File: config.mk
export PLATFORM = sky130hd
export DESIGN_NAME = pdmac_channel
export DESIGN_NICKNAME = d
export VERILOG_FILES = /design/src/hdl/pdmac_pkg.sv /design/src/hdl/pdmac_ahb_port.sv /design/src/hdl/pdmac_channel.sv
export VERILOG_INCLUDE_DIRS = /design/src /design/src/hdl
export SDC_FILE = /design/constraint.sdc
export NUM_CORES = 1
export LEC_CHECK = 0
export ABC_AREA = 1
export BUFFER_PORTS_ARGS = -buffer_cell sky130_fd_sc_hd__buf_2
export CAP_MARGIN = 20
export CORE_MARGIN = 2
export CORE_UTILIZATION = 55
export CTS_CLUSTER_DIAMETER = 100
export DETAILED_ROUTE_END_ITERATION = 12
export HOLD_SLACK_MARGIN = 0.1
export PLACE_DENSITY = 0.79
export SLEW_MARGIN = 20
export SYNTH_ARGS = -nofsm -noshare
export SYNTH_HDL_FRONTEND = slang
export SYNTH_SLANG_ARGS = --single-unit
File: constraint.sdc
create_clock -name CORE_CLK -period 2.9 [get_ports CORE_CLK]
set_input_delay 0.29 -clock CORE_CLK [delete_from_list [all_inputs] [get_ports CORE_CLK]]
set_output_delay 0.29 -clock CORE_CLK [all_outputs]
set_load 0.01 [all_outputs]
File: src/hdl/pdmac_consts.svh
// Purpose: offsets, field positions, reset values and timing counts of the peripheral DMA channel
// Assumes: 32-bit register words on an AXI4-Lite slave with an 8-bit byte address
// Notes: definitions only
`ifndef PDMAC_CONSTS_SVH
`define PDMAC_CONSTS_SVH

// register byte offsets
`define PDMAC_OFF_CTRL 8'h00
`define PDMAC_OFF_STAT 8'h04
`define PDMAC_OFF_PADDR 8'h08
`define PDMAC_OFF_MADDR 8'h0C
`define PDMAC_OFF_MASK 8'h10

// channel_control_status fields
`define PDMAC_CR_EN 0
`define PDMAC_CR_DIR 1
`define PDMAC_CR_SIZE 2
`define PDMAC_CR_PERSEL 8
`define PDMAC_CR_ERRSTOP 15
`define PDMAC_CR_CNT 16
`define PDMAC_CNT_W 12
`define PDMAC_CR_WMASK 32'h0FFF_BF0F

// status and mask fields
`define PDMAC_ST_DONE 0
`define PDMAC_ST_ERR 1

// reset values
`define PDMAC_CTRL_RST 32'h0000_0000
`define PDMAC_POFF_RST 16'h0000
`define PDMAC_MOFF_RST 15'h0000
`define PDMAC_FLAGS_RST 2'h0

// fixed address halves
`define PDMAC_PERIPH_BASE 16'h4000
`define PDMAC_MEM_BASE 16'h2000

// peripheral access latency in clock cycles
`define PDMAC_PERIPH_LAT 3'h4

// bus encodings
`define PDMAC_RESP_OKAY 2'h0
`define PDMAC_RESP_SLVERR 2'h2
`define PDMAC_HTRANS_IDLE 2'h0
`define PDMAC_HTRANS_NONSEQ 2'h2

`endif

File: src/hdl/pdmac_pkg.sv
// Purpose: types of the peripheral DMA channel
// Assumes: constants come from pdmac_consts.svh
// Notes: none
package pdmac_pkg;
   typedef enum logic [1:0] {CH_IDLE, CH_READ, CH_WRITE} pdmac_ch_t;
   typedef enum logic [2:0] {EN_IDLE, EN_LAT, EN_REQ, EN_ADDR, EN_DATA, EN_YIELD} pdmac_eng_t;
endpackage

File: src/hdl/pdmac_ahb_port.sv
// Purpose: one single AHB master transfer per start pulse, with peripheral latency and bus yield
// Assumes: arbiter keeps grant while the request stays high
// Notes: read data come back right-aligned by size
`timescale 1ns/1ps
`include "pdmac_consts.svh"
module pdmac_ahb_port import pdmac_pkg::*; (
   input wire logic clk,
   input wire logic resetn,
   input wire logic ce,
   input wire logic start,
   input wire logic is_periph,
   input wire logic [31:0] addr_in,
   input wire logic wr_in,
   input wire logic [1:0] size_in,
   input wire logic [31:0] wdata_in,
   output logic done,
   output logic err,
   output logic [31:0] rdata,
   output logic hbusreq,
   input wire logic hgrant,
   output logic [31:0] haddr,
   output logic [1:0] htrans,
   output logic hwrite,
   output logic [2:0] hsize,
   output logic [31:0] hwdata,
   input wire logic [31:0] hrdata,
   input wire logic hready,
   input wire logic hresp
);
   pdmac_eng_t st_r, st_nxt;
   logic [2:0] cnt_r, cnt_nxt;
   logic [31:0] addr_r, addr_nxt, wbuf_r, wbuf_nxt, hwdata_r, hwdata_nxt, rdata_r, rdata_nxt;
   logic [1:0] size_r, size_nxt, htrans_r, htrans_nxt;
   logic wr_r, wr_nxt, req_r, req_nxt, done_r, done_nxt, err_r, err_nxt;
   logic [31:0] shifted;

   always_comb begin
      st_nxt = st_r;
      cnt_nxt = cnt_r;
      addr_nxt = addr_r;
      wbuf_nxt = wbuf_r;
      size_nxt = size_r;
      wr_nxt = wr_r;
      req_nxt = req_r;
      htrans_nxt = htrans_r;
      hwdata_nxt = hwdata_r;
      rdata_nxt = rdata_r;
      err_nxt = err_r;
      done_nxt = 1'b0;
      shifted = hrdata >> {addr_r[1:0], 3'b000};
      case (st_r)
         EN_IDLE: begin
            if (start) begin
               addr_nxt = addr_in;
               wr_nxt = wr_in;
               size_nxt = size_in;
               wbuf_nxt = wdata_in;
               if (is_periph) begin
                  st_nxt = EN_LAT;
                  cnt_nxt = `PDMAC_PERIPH_LAT - 3'h1;
               end else begin
                  st_nxt = EN_REQ;
                  req_nxt = 1'b1;
               end
            end
         end
         EN_LAT: begin
            if (cnt_r == 3'h0) begin
               st_nxt = EN_REQ;
               req_nxt = 1'b1;
            end else begin
               cnt_nxt = cnt_r - 3'h1;
            end
         end
         EN_REQ: begin
            if (hgrant && hready) begin
               st_nxt = EN_ADDR;
               htrans_nxt = `PDMAC_HTRANS_NONSEQ;
            end
         end
         EN_ADDR: begin
            if (hready) begin
               st_nxt = EN_DATA;
               htrans_nxt = `PDMAC_HTRANS_IDLE;
               req_nxt = 1'b0;
               case (size_r)
                  2'h0: hwdata_nxt = {4{wbuf_r[7:0]}};
                  2'h1: hwdata_nxt = {2{wbuf_r[15:0]}};
                  default: hwdata_nxt = wbuf_r;
               endcase
            end
         end
         EN_DATA: begin
            if (hready) begin
               st_nxt = EN_YIELD;
               done_nxt = 1'b1;
               err_nxt = hresp;
               case (size_r)
                  2'h0: rdata_nxt = {24'h000000, shifted[7:0]};
                  2'h1: rdata_nxt = {16'h0000, shifted[15:0]};
                  default: rdata_nxt = hrdata;
               endcase
            end
         end
         EN_YIELD: st_nxt = EN_IDLE;
         default: st_nxt = EN_IDLE;
      endcase
   end

   always_ff @(posedge clk) begin
      if (!resetn) begin
         st_r <= EN_IDLE;
         cnt_r <= 3'h0;
         addr_r <= 32'h0000_0000;
         wbuf_r <= 32'h0000_0000;
         size_r <= 2'h0;
         wr_r <= 1'b0;
         req_r <= 1'b0;
         htrans_r <= `PDMAC_HTRANS_IDLE;
         hwdata_r <= 32'h0000_0000;
         rdata_r <= 32'h0000_0000;
         err_r <= 1'b0;
         done_r <= 1'b0;
      end else if (ce) begin
         st_r <= st_nxt;
         cnt_r <= cnt_nxt;
         addr_r <= addr_nxt;
         wbuf_r <= wbuf_nxt;
         size_r <= size_nxt;
         wr_r <= wr_nxt;
         req_r <= req_nxt;
         htrans_r <= htrans_nxt;
         hwdata_r <= hwdata_nxt;
         rdata_r <= rdata_nxt;
         err_r <= err_nxt;
         done_r <= done_nxt;
      end
   end

   assign done = done_r;
   assign err = err_r;
   assign rdata = rdata_r;
   assign hbusreq = req_r;
   assign haddr = addr_r;
   assign htrans = htrans_r;
   assign hwrite = wr_r;
   assign hsize = {1'b0, size_r};
   assign hwdata = hwdata_r;
endmodule

File: src/hdl/pdmac_channel.sv
// Summary of operation
// - memory address bit 15 always reads zero and ignores writes
// - after each transfer memory offset grows by two to the size code, and by four for size code 3
// - halfword size ignores memory offset bit 0 when addressing
// - word size ignores memory offset bits 1 and 0 when addressing
// - direction 0 reads from memory, direction 1 writes to memory
// - one of two bus masters, yields after each access for round-robin
// - transfers start only on a request from the selected peripheral
// - each request reads one datum into a buffer then writes it out
// - a peripheral request stays pending until its source read is issued or enable clears
// - remaining transfer count drops by one after each datum moves
// - count reaching zero sets the end-of-transfer flag and interrupt source
// - peripheral accesses take four cycles, plus waits while the bus is taken
// - setting enable starts the channel; hardware clears it when done
// - peripheral address upper half reads 0x4000; lower half is the offset
// - enable also clears itself right after a transfer error
//
// Purpose: one peripheral-triggered DMA channel with AXI4-Lite registers and an AHB master port
// Assumes: request, error, AHB and AXI inputs are all on CORE_CLK
// Notes: status bits clear on read; size code 3 is handled as word
`timescale 1ns/1ps
`include "pdmac_consts.svh"
module pdmac_channel import pdmac_pkg::*; #(
   parameter int NREQ = 34
) (
   input wire logic CORE_CLK,
   input wire logic RESETN,
   input wire logic CLK_EN,
   input wire logic [7:0] S_AXI_AWADDR,
   input wire logic S_AXI_AWVALID,
   output logic S_AXI_AWREADY,
   input wire logic [31:0] S_AXI_WDATA,
   input wire logic [3:0] S_AXI_WSTRB,
   input wire logic S_AXI_WVALID,
   output logic S_AXI_WREADY,
   output logic [1:0] S_AXI_BRESP,
   output logic S_AXI_BVALID,
   input wire logic S_AXI_BREADY,
   input wire logic [7:0] S_AXI_ARADDR,
   input wire logic S_AXI_ARVALID,
   output logic S_AXI_ARREADY,
   output logic [31:0] S_AXI_RDATA,
   output logic [1:0] S_AXI_RRESP,
   output logic S_AXI_RVALID,
   input wire logic S_AXI_RREADY,
   output logic HBUSREQ,
   input wire logic HGRANT,
   output logic [31:0] HADDR,
   output logic [1:0] HTRANS,
   output logic HWRITE,
   output logic [2:0] HSIZE,
   output logic [31:0] HWDATA,
   input wire logic [31:0] HRDATA,
   input wire logic HREADY,
   input wire logic HRESP,
   input wire logic [NREQ-1:0] PERIPH_REQ,
   input wire logic [NREQ-1:0] PERIPH_ERR,
   output logic IRQ
);
   // bus slave state
   logic aw_have_r, aw_have_nxt, w_have_r, w_have_nxt, awready_r, awready_nxt, wready_r, wready_nxt;
   logic bvalid_r, bvalid_nxt, arready_r, arready_nxt, rvalid_r, rvalid_nxt;
   logic [7:0] awaddr_r, awaddr_nxt;
   logic [31:0] wdata_r, wdata_nxt, rdata_r, rdata_nxt;
   logic [3:0] wstrb_r, wstrb_nxt;
   logic [1:0] bresp_r, bresp_nxt, rresp_r, rresp_nxt;
   // channel state
   logic [31:0] ctrl_r, ctrl_nxt, buf_r, buf_nxt, eaddr_r, eaddr_nxt;
   logic [15:0] poff_r, poff_nxt;
   logic [14:0] moff_r, moff_nxt;
   logic [1:0] stat_r, stat_nxt, mask_r, mask_nxt;
   logic pend_r, pend_nxt, reqd_r, reqd_nxt, irq_r, irq_nxt, est_r, est_nxt, ewr_r, ewr_nxt, eper_r, eper_nxt;
   pdmac_ch_t ch_r, ch_nxt;
   // derived
   logic wr_fire, rd_fire, en, dir, errstop, sel_req, sel_err, e_done, e_err;
   logic [1:0] sz;
   logic [5:0] persel;
   logic [`PDMAC_CNT_W-1:0] cnt;
   logic [14:0] inc, moff_eff;
   logic [31:0] mem_addr, per_addr, e_rdata;

   function automatic logic [31:0] merge(input logic [31:0] old, input logic [31:0] nw, input logic [3:0] strb);
      logic [31:0] res;
      res = old;
      for (int i = 0; i < 4; i++) begin
         if (strb[i]) begin
            res[i*8 +: 8] = nw[i*8 +: 8];
         end
      end
      return res;
   endfunction

   assign en = ctrl_r[`PDMAC_CR_EN];
   assign dir = ctrl_r[`PDMAC_CR_DIR];
   assign errstop = ctrl_r[`PDMAC_CR_ERRSTOP];
   assign persel = ctrl_r[`PDMAC_CR_PERSEL +: 6];
   assign cnt = ctrl_r[`PDMAC_CR_CNT +: `PDMAC_CNT_W];
   assign sz = (ctrl_r[`PDMAC_CR_SIZE +: 2] == 2'h3) ? 2'h2 : ctrl_r[`PDMAC_CR_SIZE +: 2];
   // selection 0 is the idle code, so its line never triggers anything
   assign sel_req = (persel != 6'h00) && (int'(persel) < NREQ) && PERIPH_REQ[persel];
   assign sel_err = (persel != 6'h00) && (int'(persel) < NREQ) && PERIPH_ERR[persel];
   assign inc = 15'h0001 << sz;
   assign moff_eff = (sz == 2'h1) ? (moff_r & 15'h7FFE) : (sz == 2'h2) ? (moff_r & 15'h7FFC) : moff_r;
   assign mem_addr = {`PDMAC_MEM_BASE, 1'b0, moff_eff};
   assign per_addr = {`PDMAC_PERIPH_BASE, poff_r};
   assign wr_fire = aw_have_r && w_have_r && !bvalid_r;
   assign rd_fire = S_AXI_ARVALID && arready_r;

   // bus slave: address and data may come in either order, one write and one read at a time
   always_comb begin
      aw_have_nxt = aw_have_r;
      awaddr_nxt = awaddr_r;
      w_have_nxt = w_have_r;
      wdata_nxt = wdata_r;
      wstrb_nxt = wstrb_r;
      bvalid_nxt = bvalid_r;
      bresp_nxt = bresp_r;
      rvalid_nxt = rvalid_r;
      rdata_nxt = rdata_r;
      rresp_nxt = rresp_r;
      if (S_AXI_AWVALID && awready_r) begin
         aw_have_nxt = 1'b1;
         awaddr_nxt = S_AXI_AWADDR;
      end
      if (S_AXI_WVALID && wready_r) begin
         w_have_nxt = 1'b1;
         wdata_nxt = S_AXI_WDATA;
         wstrb_nxt = S_AXI_WSTRB;
      end
      if (bvalid_r && S_AXI_BREADY) begin
         bvalid_nxt = 1'b0;
      end
      if (wr_fire) begin
         aw_have_nxt = 1'b0;
         w_have_nxt = 1'b0;
         bvalid_nxt = 1'b1;
         bresp_nxt = (awaddr_r inside {`PDMAC_OFF_CTRL, `PDMAC_OFF_STAT, `PDMAC_OFF_PADDR, `PDMAC_OFF_MADDR,
            `PDMAC_OFF_MASK}) ? `PDMAC_RESP_OKAY : `PDMAC_RESP_SLVERR;
      end
      if (rvalid_r && S_AXI_RREADY) begin
         rvalid_nxt = 1'b0;
      end
      if (rd_fire) begin
         rvalid_nxt = 1'b1;
         rresp_nxt = `PDMAC_RESP_OKAY;
         case (S_AXI_ARADDR)
            `PDMAC_OFF_CTRL: rdata_nxt = ctrl_r;
            `PDMAC_OFF_STAT: rdata_nxt = {30'h0000_0000, stat_r};
            `PDMAC_OFF_PADDR: rdata_nxt = per_addr;
            `PDMAC_OFF_MADDR: rdata_nxt = {`PDMAC_MEM_BASE, 1'b0, moff_r};
            `PDMAC_OFF_MASK: rdata_nxt = {30'h0000_0000, mask_r};
            default: begin
               rdata_nxt = 32'h0000_0000;
               rresp_nxt = `PDMAC_RESP_SLVERR;
            end
         endcase
      end
      awready_nxt = !aw_have_nxt;
      wready_nxt = !w_have_nxt;
      arready_nxt = !rvalid_nxt;
   end

   always_ff @(posedge CORE_CLK) begin
      if (!RESETN) begin
         aw_have_r <= 1'b0;
         awaddr_r <= 8'h00;
         w_have_r <= 1'b0;
         wdata_r <= 32'h0000_0000;
         wstrb_r <= 4'h0;
         awready_r <= 1'b0;
         wready_r <= 1'b0;
         arready_r <= 1'b0;
         bvalid_r <= 1'b0;
         bresp_r <= `PDMAC_RESP_OKAY;
         rvalid_r <= 1'b0;
         rdata_r <= 32'h0000_0000;
         rresp_r <= `PDMAC_RESP_OKAY;
      end else if (CLK_EN) begin
         aw_have_r <= aw_have_nxt;
         awaddr_r <= awaddr_nxt;
         w_have_r <= w_have_nxt;
         wdata_r <= wdata_nxt;
         wstrb_r <= wstrb_nxt;
         awready_r <= awready_nxt;
         wready_r <= wready_nxt;
         arready_r <= arready_nxt;
         bvalid_r <= bvalid_nxt;
         bresp_r <= bresp_nxt;
         rvalid_r <= rvalid_nxt;
         rdata_r <= rdata_nxt;
         rresp_r <= rresp_nxt;
      end
   end

   // channel: register effects first, hardware events last so that a flag set wins over its read-clear
   always_comb begin
      ctrl_nxt = ctrl_r;
      poff_nxt = poff_r;
      moff_nxt = moff_r;
      stat_nxt = stat_r;
      mask_nxt = mask_r;
      buf_nxt = buf_r;
      ch_nxt = ch_r;
      pend_nxt = pend_r;
      est_nxt = 1'b0;
      eaddr_nxt = eaddr_r;
      ewr_nxt = ewr_r;
      eper_nxt = eper_r;
      reqd_nxt = sel_req;
      if (rd_fire && S_AXI_ARADDR == `PDMAC_OFF_STAT) begin
         stat_nxt = 2'h0;
      end
      if (wr_fire) begin
         case (awaddr_r)
            `PDMAC_OFF_CTRL: ctrl_nxt = merge(ctrl_r, wdata_r, wstrb_r) & `PDMAC_CR_WMASK;
            `PDMAC_OFF_PADDR: poff_nxt = 16'(merge({16'h0000, poff_r}, wdata_r, wstrb_r));
            `PDMAC_OFF_MADDR: moff_nxt = 15'(merge({17'h00000, moff_r}, wdata_r, wstrb_r));
            `PDMAC_OFF_MASK: mask_nxt = 2'(merge({30'h0000_0000, mask_r}, wdata_r, wstrb_r));
            default: ;
         endcase
      end
      case (ch_r)
         CH_IDLE: begin
            if (en && pend_r) begin
               pend_nxt = 1'b0;
               est_nxt = 1'b1;
               eaddr_nxt = dir ? per_addr : mem_addr;
               ewr_nxt = 1'b0;
               eper_nxt = dir;
               ch_nxt = CH_READ;
            end
         end
         CH_READ: begin
            if (e_done) begin
               if (e_err || !en) begin
                  ch_nxt = CH_IDLE;
               end else begin
                  buf_nxt = e_rdata;
                  est_nxt = 1'b1;
                  eaddr_nxt = dir ? mem_addr : per_addr;
                  ewr_nxt = 1'b1;
                  eper_nxt = !dir;
                  ch_nxt = CH_WRITE;
               end
            end
         end
         CH_WRITE: begin
            if (e_done) begin
               ch_nxt = CH_IDLE;
               if (!e_err) begin
                  moff_nxt = moff_r + inc;
                  ctrl_nxt[`PDMAC_CR_CNT +: `PDMAC_CNT_W] = cnt - 12'h001;
                  if (cnt == 12'h001) begin
                     ctrl_nxt[`PDMAC_CR_EN] = 1'b0;
                     stat_nxt[`PDMAC_ST_DONE] = 1'b1;
                  end
               end
            end
         end
         default: ch_nxt = CH_IDLE;
      endcase
      // a bus error or a stopping peripheral error clears enable and sets the error flag; a write already under way still completes
      if ((e_done && e_err && ch_r != CH_IDLE) || (en && errstop && sel_err)) begin
         ctrl_nxt[`PDMAC_CR_EN] = 1'b0;
         stat_nxt[`PDMAC_ST_ERR] = 1'b1;
      end
      if (en && sel_req && !reqd_r) begin
         pend_nxt = 1'b1;
      end
      if (!ctrl_nxt[`PDMAC_CR_EN]) begin
         pend_nxt = 1'b0;
      end
      irq_nxt = |(stat_nxt & mask_nxt);
   end

   always_ff @(posedge CORE_CLK) begin
      if (!RESETN) begin
         ctrl_r <= `PDMAC_CTRL_RST;
         poff_r <= `PDMAC_POFF_RST;
         moff_r <= `PDMAC_MOFF_RST;
         stat_r <= `PDMAC_FLAGS_RST;
         mask_r <= `PDMAC_FLAGS_RST;
         buf_r <= 32'h0000_0000;
         ch_r <= CH_IDLE;
         pend_r <= 1'b0;
         reqd_r <= 1'b0;
         irq_r <= 1'b0;
         est_r <= 1'b0;
         eaddr_r <= 32'h0000_0000;
         ewr_r <= 1'b0;
         eper_r <= 1'b0;
      end else if (CLK_EN) begin
         ctrl_r <= ctrl_nxt;
         poff_r <= poff_nxt;
         moff_r <= moff_nxt;
         stat_r <= stat_nxt;
         mask_r <= mask_nxt;
         buf_r <= buf_nxt;
         ch_r <= ch_nxt;
         pend_r <= pend_nxt;
         reqd_r <= reqd_nxt;
         irq_r <= irq_nxt;
         est_r <= est_nxt;
         eaddr_r <= eaddr_nxt;
         ewr_r <= ewr_nxt;
         eper_r <= eper_nxt;
      end
   end

   // the buffer is handed over as is; the port replicates it onto the byte lanes
   pdmac_ahb_port u_port (
      .clk(CORE_CLK),
      .resetn(RESETN),
      .ce(CLK_EN),
      .start(est_r),
      .is_periph(eper_r),
      .addr_in(eaddr_r),
      .wr_in(ewr_r),
      .size_in(sz),
      .wdata_in(buf_r),
      .done(e_done),
      .err(e_err),
      .rdata(e_rdata),
      .hbusreq(HBUSREQ),
      .hgrant(HGRANT),
      .haddr(HADDR),
      .htrans(HTRANS),
      .hwrite(HWRITE),
      .hsize(HSIZE),
      .hwdata(HWDATA),
      .hrdata(HRDATA),
      .hready(HREADY),
      .hresp(HRESP)
   );

   assign S_AXI_AWREADY = awready_r;
   assign S_AXI_WREADY = wready_r;
   assign S_AXI_BRESP = bresp_r;
   assign S_AXI_BVALID = bvalid_r;
   assign S_AXI_ARREADY = arready_r;
   assign S_AXI_RDATA = rdata_r;
   assign S_AXI_RRESP = rresp_r;
   assign S_AXI_RVALID = rvalid_r;
   assign IRQ = irq_r;

   logic moved;
   assign moved = CLK_EN && ch_r == CH_WRITE && e_done && !e_err;
endmodule

# Yosys cells after proc, flatten, opt, wreduce, memory -nomap -nowiden
# Cells that the tools add are included.
[word_totals]
reg_bits = 355
input_bits = 163
output_inout_bits = 113
word_cells = 245
[op_classes]
addsub = 3
order_cmp = 2
eq_ne = 33
shift = 2
n_mux = 97
n_bitwise = 2
n_reduce_logical = 64
[op_table]
columns = ["op", "count"]
rows = [
  ["32-bit one-hot mux with 2 select lines", 3],
  ["31-bit one-hot mux with 5 select lines", 1],
  ["32-bit two-way mux", 3],
  ["15-bit two-way mux", 5],
  ["31-bit two-way mux", 2],
  ["28-bit two-way mux", 2],
  ["1-bit two-way mux", 38],
  ["12-bit two-way mux", 3],
  ["8-bit by 4-bit == test with 1-bit output (second input constant)", 4],
  ["2-bit two-way mux", 16],
  ["32-bit by 5-bit >> shifter with 16-bit output", 1],
  ["4-bit AND reduction", 7],
  ["3-bit two-way mux", 8],
  ["8-bit two-way mux", 3],
  ["1-bit logical AND", 19],
  ["8-bit by 3-bit == test with 1-bit output (second input constant)", 2],
  ["8-bit by 5-bit == test with 1-bit output (second input constant)", 2],
  ["8-bit zero test", 2],
  ["2-bit inequality test (second input constant)", 8],
  ["15-bit adder", 1],
  ["3-bit one-hot mux with 5 select lines", 1],
  ["1-bit by 2-bit << shifter with 15-bit output (first input constant)", 1],
  ["1-bit binary-select mux with 6-bit select", 2],
  ["12-bit by 1-bit == test with 1-bit output (second input constant)", 1],
  ["34 further kinds", 68],
]

# Depth between registers and ports, before layout
# Gate-level depths: netlist (run 1).
[depth]
ltp_word = 10
ltp_mapped = 17
mapped_depth_nobuf = 16

# By module
# From an unflattened synthesis (run 1), not the netlist that was laid out.
[unflattened]
hier_cells = 2126
hier_area_um2 = 15102.0
[modules_own_cells]
columns = ["module", "instances", "cells_per_inst", "area_each_um2", "seq_area_each_um2"]
rows = [
  ["pdmac_channel", 1, 1344, 9328.9, 3883.7],
  ["pdmac_ahb_port", 1, 782, 5773.0, 2822.7],
]

# Worst setup path after synthesis (run 1)
# No wires, ideal clock.
[synth_timing]
path_kind = "reg-to-reg"
startpoint = "register ctrl_r[3]"
endpoint = "register moff_r[12]"
setup_ns = 0.132
t_arrival_ns = 2.156
required_time_ns = 2.768
slack_ns = 0.612
stages_incl_launch_ff = 17
path_buffers = 0
synth_period_minus_slack_ns = 2.288
cell_sequence = "dfxtp_1 > nor2_1 > ha_1 > inv_1 > fa_1 > inv_1 > nand3_1 > nand2_1 > nand2_1 > nor2_1 > nand2_1 > nor2_1 > nand3_1 > a21oi_1 > o21ai_0 > nand3_1 > a21oi_1"
[synth_via]
elab_chain_len = 7
[synth_lines]
columns = ["element", "line_no", "text"]
rows = [
  ["from (decl)", "pdmac_channel.sv:68", "logic [31:0] ctrl_r, ctrl_nxt, buf_r, buf_nxt, eaddr_r, eaddr_nxt;"],
  ["from (signal assigned)", "pdmac_channel.sv:278", "ctrl_r <= `PDMAC_CTRL_RST;"],
  ["from (signal assigned)", "pdmac_channel.sv:293", "ctrl_r <= ctrl_nxt;"],
  ["2-bit == test", "pdmac_channel.sv:98", "assign sz = (ctrl_r[`PDMAC_CR_SIZE +: 2] == 2'h3) ? 2'h2 : ctrl_r[`PDMAC_CR_SIZE +: 2];"],
  ["2-bit two-way mux (*)", "pdmac_channel.sv:98", ""],
  ["1-bit by 2-bit << shifter with 15-bit output (*)", "pdmac_channel.sv:102", "assign inc = 15'h0001 << sz;"],
  ["15-bit adder (*)", "pdmac_channel.sv:251", "moff_nxt = moff_r + inc;"],
  ["15-bit two-way mux (*)", "pdmac_channel.sv:250", "if (!e_err) begin"],
  ["15-bit two-way mux (*)", "pdmac_channel.sv:248", "if (e_done) begin"],
  ["15-bit two-way mux (*)", "pdmac_channel.sv:222", "case (ch_r)"],
  ["to (signal assigned)", "pdmac_channel.sv:280", "moff_r <= `PDMAC_MOFF_RST;"],
  ["to (signal assigned)", "pdmac_channel.sv:295", "moff_r <= moff_nxt;"],
  ["to (decl)", "pdmac_channel.sv:70", "logic [14:0] moff_r, moff_nxt;"],
]
# Every way passes the cells marked *; elsewhere a longest branch is shown, timed or not.
# A chain may end at the register's enable or synchronous reset.

# Worst setup path after layout (run 1)
[layout_timing]
startpoint = "register ctrl_r[3]"
endpoint = "register moff_r[10]"
# The elaborated chain is that of the path after synthesis.

==> results.py, run 1 <==
metrics = {
    "place": {
        "portBuffers": 251,
        "gp_congestion": 0.9205,
        "dp_hpwl_um": 30300,
        "dp_slack_ns": 0.3382,
    },
    "power": {
        "power_density_nw_per_um2": 567.2,
        "p_leak_nw": 7.325,
        "finalPower_w": 0.009967,
        "peakVddDrop_uv": 450.5,
    },
    "hold_path": {
        "holdCritStartpoint": "S_AXI_WDATA[0]",
        "hold_end": "wdata_r[0]$_SDFFE_PN0P_",
        "worstHoldPathCells": 3,
        "hold_path_class": "primary input to flop",
    },
    "global_routing": {
        "grt_pass1_wl_um": 70180,
        "grt_usage_pct": 30.58,
        "gr-total-overflow": 0,
        "antenna_found_initial": 0,
        "grt_max_degree": 153,
        "first_global_vias": 13876,
    },
    "cells_and_area": {
        "final_common_cell": "a21oi_1",
        "antenna_cells": 0,
        "nets": 2446,
        "syn2layout_area_growth_pct": 21.37,
        "final_layout_size_suffix_gt1_share_pct": 15.62,
        "most-common-layout-cells": "a21oi_1 (345), nand2_1 (326), dfxtp_1 (321)",
    },
    "clocking": {
        "cts_sinks": 321,
        "cts_buffers": 34,
        "clock_tree.root_cell": "clkbuf_16",
        "cts_tree": "yes",
        "clk_pin_slew_ns": 0.06,
        "cts_buffer_depth": 3,
        "cts_max_level": 2,
        "clkLatencyLatePin_ns": 0.52,
    },
    "outcome": {
        "status": "finished, final reports clean",
    },
    "detailed_routing": {
        "wl_um": 43990,
        "wl_per_cell_um": 16.71,
        "viasPerCell": 5.735,
        "drtPass1Iterations": 6,
        "drc": 0,
        "dr.first_iter.drc_count": 1384,
        "route.antenna.remaining_nets": 0,
        "dr_total_vias": 15099,
    },
    "run": {
        "max_cap_viol_count": 0,
    },
    "die": {
        "core_area_um2": 25980,
        "fp.dieH_um": 166.3,
        "num_io_pins": 276,
        "die_w_um": 166.3,
        "floorplan.initialDensity_pct": 55.72,
        "rows": 59,
        "die_area_um2": 27640,
    },
    "sta": {
        "timing.fmax_mhz": 393.5,
        "fin_setup_tns_ns": 0,
        "finClkSkew_ns": 0.01769,
        "min_period_ns": 2.542,
        "setup_ws_ns": 0.3585,
        "slew_violations": 0,
        "period_share_pct": 87.64,
        "setup_viol": 0,
        "rsz0062_at_grt": "false",
        "hold_viol_final": 0,
        "relSlewSlack_pct": 57.63,
        "tightest_slew_ns": 0.6332,
    },
    "yosys": {
        "synthXorXnorAreaFrac_pct": 0.3629,
        "syn_area_per_cell_um2": 7.118,
        "synth_top_family_by_area": "compound AO/OA/AOI/OAI gates",
        "yosys_warnings": 0,
        "synth_compound_area_share_pct": 27.28,
        "yosysSeqAreaShare_pct": 44.38,
        "syn-cell-area_um2": 14480,
        "netlist_instances": 2034,
        "async_flop_share_pct": 0,
        "synth_ff_type": "dfxtp_1",
        "synth_cell_type_count": 45,
        "ys_seq_elements": 321,
        "yosys.area_share.adder_pct": 0.8296,
        "synthMuxAreaShare_pct": 0.06913,
        "synth_edf_count": 0,
        "synth-simple-area-share_pct": 16.88,
    },
    "setup_path": {
        "rr_startpoint": "ctrl_r[3]$_SDFFE_PN0P_",
        "critPathCaptureType": "flop",
        "slowest_stage": "fa_1",
        "r2r_cells": 16,
        "cpPeakStageDelay_ns": 0.40,
        "cp.required_ns": 3.34,
        "crit_type": "flop to flop",
        "crit_path_start_kind": "flop",
        "cp_max_fo": 7,
        "crit_chain": "nor2_1 -> ha_1 -> inv_1 -> fa_1 -> inv_1 -> nand3_1 -> nand2_1 -> nand2_1 -> nor2_2 -> nand2_1 -> nor2_1 -> buf_4 -> a21oi_1 -> a21oi_1 -> o211ai_1 -> a21oi_1",
        "regToRegSetupSlack_ns": 0.36,
        "arrival_ns": 2.98,
        "r2r-end": "moff_r[10]$_SDFFE_PN0P_",
    },
}
[cells in the mapped netlist, types with 2 or more instances]
cell type	number	area (um2)
a31oi_1	13	81.33
buf_4	21	157.7
a41oi_1	3	26.28
dfxtp_1	321	6426
nand4_1	12	75.07
clkbuf_1	109	409.1
xor2_1	5	43.79
inv_2	6	22.52
or2_2	2	12.51
clkinv_1	8	30.03
o21ai_1	5	25.02
o22ai_1	5	31.28
buf_1	8	30.03
nor2_1	119	446.7
a211oi_1	20	150.1
o21ai_0	305	1526
buf_2	7	35.03
nand3_1	109	545.5
nor3_1	7	35.03
nor3_2	3	30.03
a21oi_1	345	1727
o211ai_1	24	180.2
ha_1	8	100.1
nor4_1	3	18.77
o311ai_0	3	26.28
inv_1	207	777.0
o21a_1	2	15.01
nand2_1	326	1224
o221ai_1	8	70.07
a221oi_1	5	43.79
[critical path: cells and delay by family, from the launching register on]
| kind | cells | cell delay [ns] |
|---|---|---|
| AND/OR/NAND/NOR | 7 | 0.81 |
| adder cells (fa/ha/maj) | 2 | 0.60 |
| AO/OA/AOI/OAI | 4 | 0.41 |
| flip-flops | 1 | 0.38 |
| buffers and inverters | 3 | 0.26 |
[stage by stage]
stage / instances / cell area (um2) / hold slack, ns / utilization [%]
after floorplan: 2054 / 14550 / 0.4028 / -
after global placement: 2526 / 15900 / 0.4140 / 61.18
after detailed placement: 2526 / 15900 / 0.4342 / 61.18
after CTS: 2633 / 17570 / 0.1016 / 67.62
after global routing: 2633 / 17570 / 0.1106 / 67.63
final: 2633 / 17570 / 0.1009 / 67.63
[final cells by class]
class	count	area (um2)
Clock buffer	47	1001
Timing Repair Buffer	330	2007
Clock inverter	13	201.4
Sequential cell	321	6426
Multi-Input combinational cell	1366	6689
Fill cell	2324	8412
Inverter	221	829.5
Tap cell	335	419.2
[how the worst max path moves through the flow]
stage / startpoint / endpoint / slack, ns / cells after the start
6_report: ctrl_r[3]$_SDFFE_PN0P_ / moff_r[10]$_SDFFE_PN0P_ / 0.36 / 16
5_1_grt: ctrl_r[3]$_SDFFE_PN0P_ / moff_r[10]$_SDFFE_PN0P_ / 0.02 / 16
4_1_cts: ctrl_r[3]$_SDFFE_PN0P_ / moff_r[10]$_SDFFE_PN0P_ / 0.32 / 16
3_5_place_dp: ctrl_r[3]$_SDFFE_PN0P_ / moff_r[10]$_SDFFE_PN0P_ / 0.34 / 16
3_3_place_gp: ctrl_r[3]$_SDFFE_PN0P_ / moff_r[12]$_SDFFE_PN0P_ / 0.36 / 16
2_1_floorplan: ctrl_r[3]$_SDFFE_PN0P_ / moff_r[12]$_SDFFE_PN0P_ / 0.61 / 16
[logic make-up after synthesis]
kind of cell               count (synthesis)
AOI/OAI and AO/OA                        744
and+or+nand+nor                          585
buffers and inverters                    367
DFF                                      321
adders and majority gates                  9
xor gates and xnor gates                   6
other                                      1
muxes                                      1
[report_power, final]
part | switching (W) | internal [W] | leakage, nW
sequential | 0.0000818 | 0.00453 | 2.59
clock | 0.00181 | 0.00279 | 0.590
combinational | 0.000459 | 0.000292 | 4.14
[metal layers]
metal | part of all wire (%) | global-route usage, % | routed length, um
met5 | 0 | 0 | 0
met2 | 46 | 50.05 | 20310
met4 | 3.4 | 11.88 | 1492
met3 | 7.5 | 4.743 | 3305
met1 | 43 | 40.85 | 18880
[flip-flops by register name, indices dropped and copies added (netlist names), 2 cells and up]
signal and cells:
S_AXI_RDATA 30, awaddr_r 8, buf_r 32, ch_r 2
ctrl_r 23, eaddr_r 17, mask_r 2, moff_r 15
poff_r 16, stat_r 2, u_port.cnt_r 3, u_port.haddr 18
u_port.hwdata 32, u_port.rdata 32, u_port.size_r 2, u_port.st_r 3
u_port.wbuf_r 32, wdata_r 28, wstrb_r 4
[what timing repair did]
action                                  4_1_cts  5_1_grt
hold buffers                                 47        0
endpoints found under the hold margin        47        0
setup buffers                                 0        0
gates resized for setup                       0        1
endpoints found under the setup margin        0        2
No activity file was read; power rests on OpenSTA's default activity.
==> run 2, diff against run 1 <==
--- a/config.mk
+++ b/config.mk
@@ -10,11 +10,10 @@
 export BUFFER_PORTS_ARGS = -buffer_cell sky130_fd_sc_hd__buf_2
 export CAP_MARGIN = 20
 export CORE_MARGIN = 2
-export CORE_UTILIZATION = 55
+export CORE_UTILIZATION = 35
 export CTS_CLUSTER_DIAMETER = 100
 export DETAILED_ROUTE_END_ITERATION = 12
 export HOLD_SLACK_MARGIN = 0.1
-export PLACE_DENSITY = 0.79
 export SLEW_MARGIN = 20
 export SYNTH_ARGS = -nofsm -noshare
 export SYNTH_HDL_FRONTEND = slang
==> run 2 against run 1 <==
- sequential cell count stayed put
- die area is 56% higher
- maximum frequency grew 0.50%
- core utilization decreased by 23 points
- register-to-register slack about the same
- power rose by 1.6%
- via count fell by 3.6%
- worst hold slack improved by 0.020 ns
- cell count rose by 8.6%
- sequential power barely moved
- clock power grew 3%
- setup slack improved by 0.013 ns
- critical path type unchanged
- critical endpoint is now moff_r[12]$_SDFFE_PN0P_
- largest cell class unchanged
- highest routed layer is now met5
==> results.py, run 2 (synthesis results as in run 1) <==
metrics = {
    "outcome": {
        "status": "finished, final reports clean",
    },
    "detailed_routing": {
        "route.antenna.remaining_nets": 0,
        "wl_um": 46600,
        "dr.first_iter.drc_count": 1033,
        "viasPerCell": 5.088,
        "drtPass1Iterations": 7,
        "drc": 0,
        "wl_per_cell_um": 16.30,
        "dr_total_vias": 14548,
    },
    "clocking": {
        "clock_tree.root_cell": "clkbuf_16",
        "cts_max_level": 2,
        "cts_buffer_depth": 3,
        "cts_tree": "yes",
        "clkLatencyLatePin_ns": 0.56,
        "post_cts_buffers": 0,
        "clk_pin_slew_ns": 0.06,
        "cts_buffers": 37,
        "cts_sinks": 321,
    },
    "run": {
        "max_cap_viol_count": 0,
    },
    "sta": {
        "tightest_slew_ns": 0.9225,
        "relSlewSlack_pct": 38.41,
        "setup_viol": 0,
        "slew_violations": 0,
        "period_share_pct": 87.21,
        "min_period_ns": 2.529,
        "fin_setup_tns_ns": 0,
        "timing.fmax_mhz": 395.4,
        "finClkSkew_ns": 0.02584,
        "rsz0062_at_grt": "false",
        "hold_viol_final": 0,
    },
    "setup_path": {
        "cp_max_fo": 7,
        "crit_type": "flop to flop",
        "arrival_ns": 2.97,
        "crit_path_start_kind": "flop",
        "cp.required_ns": 3.34,
        "r2r_cells": 16,
        "critPathCaptureType": "flop",
    },
    "die": {
        "rows": 74,
        "core_area_um2": 40830,
        "floorplan.initialDensity_pct": 35.46,
        "die_w_um": 207.4,
        "fp.dieH_um": 207.4,
        "die_area_um2": 43010,
        "num_io_pins": 276,
    },
    "global_routing": {
        "grt_max_degree": 226,
        "grt_pass1_wl_um": 73040,
        "antenna_found_initial": 5,
        "gr-total-overflow": 0,
        "grt_usage_pct": 20.82,
        "first_global_vias": 13585,
    },
    "hold_path": {
        "worstHoldPathCells": 3,
        "hold_path_class": "primary input to flop",
    },
    "cells_and_area": {
        "final_layout_size_suffix_gt1_share_pct": 15.40,
        "syn2layout_area_growth_pct": 25.00,
        "final_area_um2": 18100,
        "final_common_cell": "a21oi_1",
        "nets": 2473,
        "most-common-layout-cells": "a21oi_1 (345), nand2_1 (326), dfxtp_1 (321)",
        "instances_no_fill": 2859,
    },
    "place": {
        "place_area_um2": 16110,
        "place_inst": 2720,
        "dp_hpwl_um": 32070,
        "gp_congestion": 0.8373,
        "portBuffers": 251,
    },
    "power": {
        "p_leak_nw": 7.422,
        "peakVddDrop_uv": 393.6,
        "power_density_nw_per_um2": 559.8,
    },
}
## run 2: changes by cell type in the layout (fill, tap and decap cells not counted), moves of 2 or more
cell           delta
bufinv_16         -2
clkbuf_16         +2
clkinv_2          -2
clkbuf_1          +2
diode_2           +2
buf_4             -2
dlygate4sd3_1    +27
clkinv_8          -2
## run 2: critical path: stages (launching register included)
cell     delay (ns)
dfxtp_1        0.38
nor2_1         0.17
ha_1           0.19
inv_1          0.05
fa_1           0.40
inv_1          0.07
nand3_1        0.08
nand2_1        0.08
nand2_1        0.07
nor2_2         0.18
nand2_1        0.11
nor2_2         0.16
nand3_1        0.11
a21oi_1        0.12
o21ai_0        0.10
nand3_1        0.08
a21oi_1        0.06
## run 2: area by class of cell
cell class	count	area (um2)
clock inverters	11	166.4
repair buffers	354	2242
multi-input cells	1366	6691
diodes	2	5.005
fillers	4172	22730
flip-flops and latches	321	6426
well taps	532	665.6
inverters	221	829.5
clock buffers	52	1072
## run 2: per-layer routing
layer / share of wire [%] / wire length, um / up-vias / GRT usage (%)
met5: 0.030 / 14 / - / 0
met4: 1.8 / 844 / 4 / 5.517
met3: 6.4 / 3002 / 53 / 4.054
met2: 46 / 21270 / 449 / 33.17
met1: 46 / 21470 / 6696 / 28.77
li1: - / - / 7346 / -
## run 2: path summary, 6_finish.rpt
| kind | from | endpoint | slack (ns) |
|---|---|---|---|
| worst min-delay path | S_AXI_WDATA[0] | wdata_r[0]$_SDFFE_PN0P_ | 0.12 |
| worst max-delay path | ctrl_r[3]$_SDFFE_PN0P_ | moff_r[12]$_SDFFE_PN0P_ | 0.37 |
| worst max register to register | ctrl_r[3]$_SDFFE_PN0P_ | moff_r[12]$_SDFFE_PN0P_ | 0.37 |
| worst min register to register | u_port.cnt_r[0]$_SDFFE_PN0P_ | u_port.cnt_r[0]$_SDFFE_PN0P_ | 0.43 |
## run 2: repair_timing
item / 4_1_cts / 5_1_grt
resized for setup: 0 / 2
hold buffers: 74 / 0
endpoints found under the setup margin: 0 / 2
endpoints found under the hold margin: 73 / 0
## run 2: metrics by stage
stage | power [W] | util [%] | worst slack, ns | hold slack (ns)
finish | 0.01013 | 44.32 | 0.3710 | 0.1207
global route | 0.01052 | 44.32 | 0.06610 | 0.1241
CTS | 0.01023 | 44.30 | 0.2432 | 0.1007
detailed placement | 0.005402 | 39.45 | 0.2532 | 0.4215
global placement | 0.005390 | 39.45 | 0.2527 | 0.4160
floorplan | 0.005120 | - | 0.6119 | 0.4028
## run 2: where the power goes
| group | switching (W) | total (W) | internal [W] |
|---|---|---|---|
| registers | 0.0000793 | 0.00461 | 0.00453 |
| clock network | 0.00195 | 0.00474 | 0.00279 |
| logic | 0.000466 | 0.000782 | 0.000316 |
| total | 0.00249 | 0.0101 | 0.00764 |
==> run 3, diff against run 2 <==
--- a/config.mk
+++ b/config.mk
@@ -12,8 +12,10 @@
 export CORE_MARGIN = 2
 export CORE_UTILIZATION = 35
 export CTS_CLUSTER_DIAMETER = 100
+export CTS_CLUSTER_SIZE = 20
 export DETAILED_ROUTE_END_ITERATION = 12
 export HOLD_SLACK_MARGIN = 0.1
+export RECOVER_POWER = 50
 export SLEW_MARGIN = 20
 export SYNTH_ARGS = -nofsm -noshare
 export SYNTH_HDL_FRONTEND = slang
==> run 3 against run 2 <==
- worst hold slack got worse by 0.013 ns
- count of clock-buffer cells in the layout fell by 30
- via count fell by 1.6%
- cell count fell by 2.1%
- largest cell class unchanged
- combinational power fell by 4.0%
- die area did not move
- power fell by 19%
- critical path type unchanged
- first-iteration DRC count rose by 0.97%
- highest routed layer unchanged
==> results.py, run 3 (synthesis results as in run 1) <==
metrics = {
    "sta": {
        "finClkSkew_ns": 0.01523,
        "hold_viol_final": 0,
        "rsz0062_at_grt": "false",
        "holdWs_ns": 0.1073,
        "tightest_slew_ns": 1.165,
        "setup_viol": 0,
        "slew_violations": 0,
        "min_period_ns": 2.527,
        "fin_setup_tns_ns": 0,
        "timing.fmax_mhz": 395.8,
        "relSlewSlack_pct": 22.36,
        "period_share_pct": 87.13,
    },
    "setup_path": {
        "crit_chain": "nor2_1 -> ha_1 -> inv_1 -> fa_1 -> inv_1 -> nand3_1 -> nand2_1 -> nand2_1 -> nor2_2 -> nand2_1 -> nor2_2 -> nand3_1 -> a21oi_1 -> o21ai_0 -> nand3_1 -> a21oi_1",
        "worst-path-buf-inv": 2,
        "cp.required_ns": 3.33,
        "critPathCaptureType": "flop",
        "slowest_stage": "fa_1",
        "arrival_ns": 2.96,
        "cp_top_family": "simple AND/OR/NAND/NOR gates",
        "crit_type": "flop to flop",
        "cp_max_fo": 7,
        "cpPeakStageDelay_ns": 0.40,
        "crit_path_start_kind": "flop",
    },
    "die": {
        "die_area_um2": 43010,
        "num_io_pins": 276,
        "core_area_um2": 40830,
        "rows": 74,
        "floorplan.initialDensity_pct": 35.46,
        "fp.dieH_um": 207.4,
        "die_w_um": 207.4,
    },
    "clocking": {
        "clk_pin_slew_ns": 0.09,
        "cts_buffer_depth": 3,
        "cts_max_level": 1,
        "clkLatencyLatePin_ns": 0.54,
        "cts_buffers": 20,
        "cts_sinks": 321,
        "clock_tree.root_cell": "clkbuf_16",
        "cts_tree": "yes",
    },
    "cells_and_area": {
        "syn2layout_area_growth_pct": 17.81,
        "multi_input_area_um2": 6665,
        "instances_no_fill": 2800,
        "fill_cells": 4291,
        "final_common_cell": "a21oi_1",
        "regArea_um2": 6426,
        "most-common-layout-cells": "a21oi_1 (345), nand2_1 (326), dfxtp_1 (321)",
        "nets": 2436,
        "final_layout_size_suffix_gt1_share_pct": 10.06,
    },
    "global_routing": {
        "first_global_vias": 13225,
        "antenna_found_initial": 4,
        "gr-total-overflow": 0,
        "grt_usage_pct": 20.25,
        "grt_pass1_wl_um": 71770,
        "grt_max_degree": 226,
    },
    "power": {
        "switching_power_w": 0.002078,
        "netSwitchingFraction_pct": 25.25,
        "p_seq_share_pct": 55.9,
        "p_int_w": 0.006152,
        "comb_power_share_pct": 9.1,
        "pwr-share-clk_pct": 34.9,
        "peakVddDrop_uv": 323.7,
        "p_leak_nw": 6.597,
        "power_density_nw_per_um2": 482.5,
    },
    "detailed_routing": {
        "dr.first_iter.drc_count": 1043,
        "wl_um": 45720,
        "drc": 0,
        "drtPass1Iterations": 6,
        "route.antenna.remaining_nets": 0,
        "wl_per_cell_um": 16.33,
        "dr_total_vias": 14310,
        "viasPerCell": 5.111,
    },
    "place": {
        "place_inst": 2720,
        "dp_hpwl_um": 32070,
        "portBuffers": 251,
        "gp_congestion": 0.8373,
    },
    "hold_path": {
        "hold_path_class": "primary input to flop",
    },
    "run": {
        "max_cap_viol_count": 0,
    },
    "outcome": {
        "status": "finished, final reports clean",
    },
}
==> run 3: changes by cell type in the layout (fill, tap and decap cells not counted), moves of 2 or more <==
cell | before | now
bufinv_16 | 2 | 0
dlygate4sd3_1 | 74 | 54
buf_2 | 250 | 158
nor4_1 | 3 | 5
clkinv_2 | 3 | 0
clkbuf_8 | 9 | 1
clkbuf_2 | 0 | 6
clkbuf_1 | 6 | 94
clkbuf_16 | 37 | 21
buf_4 | 28 | 20
==> run 3: worst reg2reg max path: stages (launching register included) <==
cell     delay (ns)
dfxtp_1        0.38
nor2_1         0.17
ha_1           0.19
inv_1          0.05
fa_1           0.40
inv_1          0.07
nand3_1        0.08
nand2_1        0.08
nand2_1        0.07
nor2_2         0.18
nand2_1        0.11
nor2_2         0.17
nand3_1        0.11
a21oi_1        0.12
o21ai_0        0.10
nand3_1        0.08
a21oi_1        0.06
==> run 3: timing repair <==
action | CTS | global route
buffers inserted | 0 | 0
hold buffers | 54 | 0
hold endpoints to repair | 54 | 0
endpoints found under the setup margin | 0 | 2
gates resized for setup | 0 | 2
==> run 3: path summary, 6_finish.rpt <==
check	startpoint	end	slack [ns]	cells after the start
worst max-delay path	ctrl_r[3]$_SDFFE_PN0P_	moff_r[12]$_SDFFE_PN0P_	0.37	16
worst min-delay path	HRDATA[1]	u_port.rdata[1]$_SDFFE_PN0P_	0.11	3
worst max register to register	ctrl_r[3]$_SDFFE_PN0P_	moff_r[12]$_SDFFE_PN0P_	0.37	16
worst min register to register	u_port.cnt_r[0]$_SDFFE_PN0P_	u_port.cnt_r[0]$_SDFFE_PN0P_	0.43	1
==> run 3: final cells by class <==
type | count | area share (%)
Tap cell | 532 | 3.902
Sequential cell | 321 | 37.67
Inverter | 221 | 4.863
Antenna cell | 1 | 0.01467
Multi-Input combinational cell | 1366 | 39.07
Timing Repair Buffer | 334 | 11.16
Clock inverter | 3 | 0.1467
Clock buffer | 22 | 3.161
==> run 3: power groups by stage <==
stage | Combinational, W | Clock [W] | Sequential (W)
global placement | 0.000685 | 0 | 0.00471
global route | 0.000847 | 0.00312 | 0.00462
detailed placement | 0.000694 | 0 | 0.00471
finish | 0.000751 | 0.00287 | 0.00460
floorplan | 0.000431 | 0 | 0.00469
CTS | 0.000754 | 0.00296 | 0.00460
==> run 3: layer usage <==
layer | vias up | share of wire [%] | wire length, um | GRT usage [%]
met5 | - | 0.031 | 14 | 0
met4 | 4 | 1.5 | 684 | 4.532
met3 | 41 | 6.3 | 2882 | 2.935
met2 | 413 | 46 | 20920 | 32.53
met1 | 6609 | 46 | 21220 | 28.72
li1 | 7243 | - | - | -
==> run 3: stage by stage <==
step	setup WS (ns)	utilization, %	cell area, um2	total power, W
finish	0.3732	41.78	17060	0.008230
global route	0.07032	41.78	17060	0.008583
CTS	0.2528	42.16	17210	0.008318
detailed placement	0.2532	39.45	16110	0.005402
global placement	0.2527	39.45	16110	0.005390
floorplan	0.6119	-	14550	0.005120
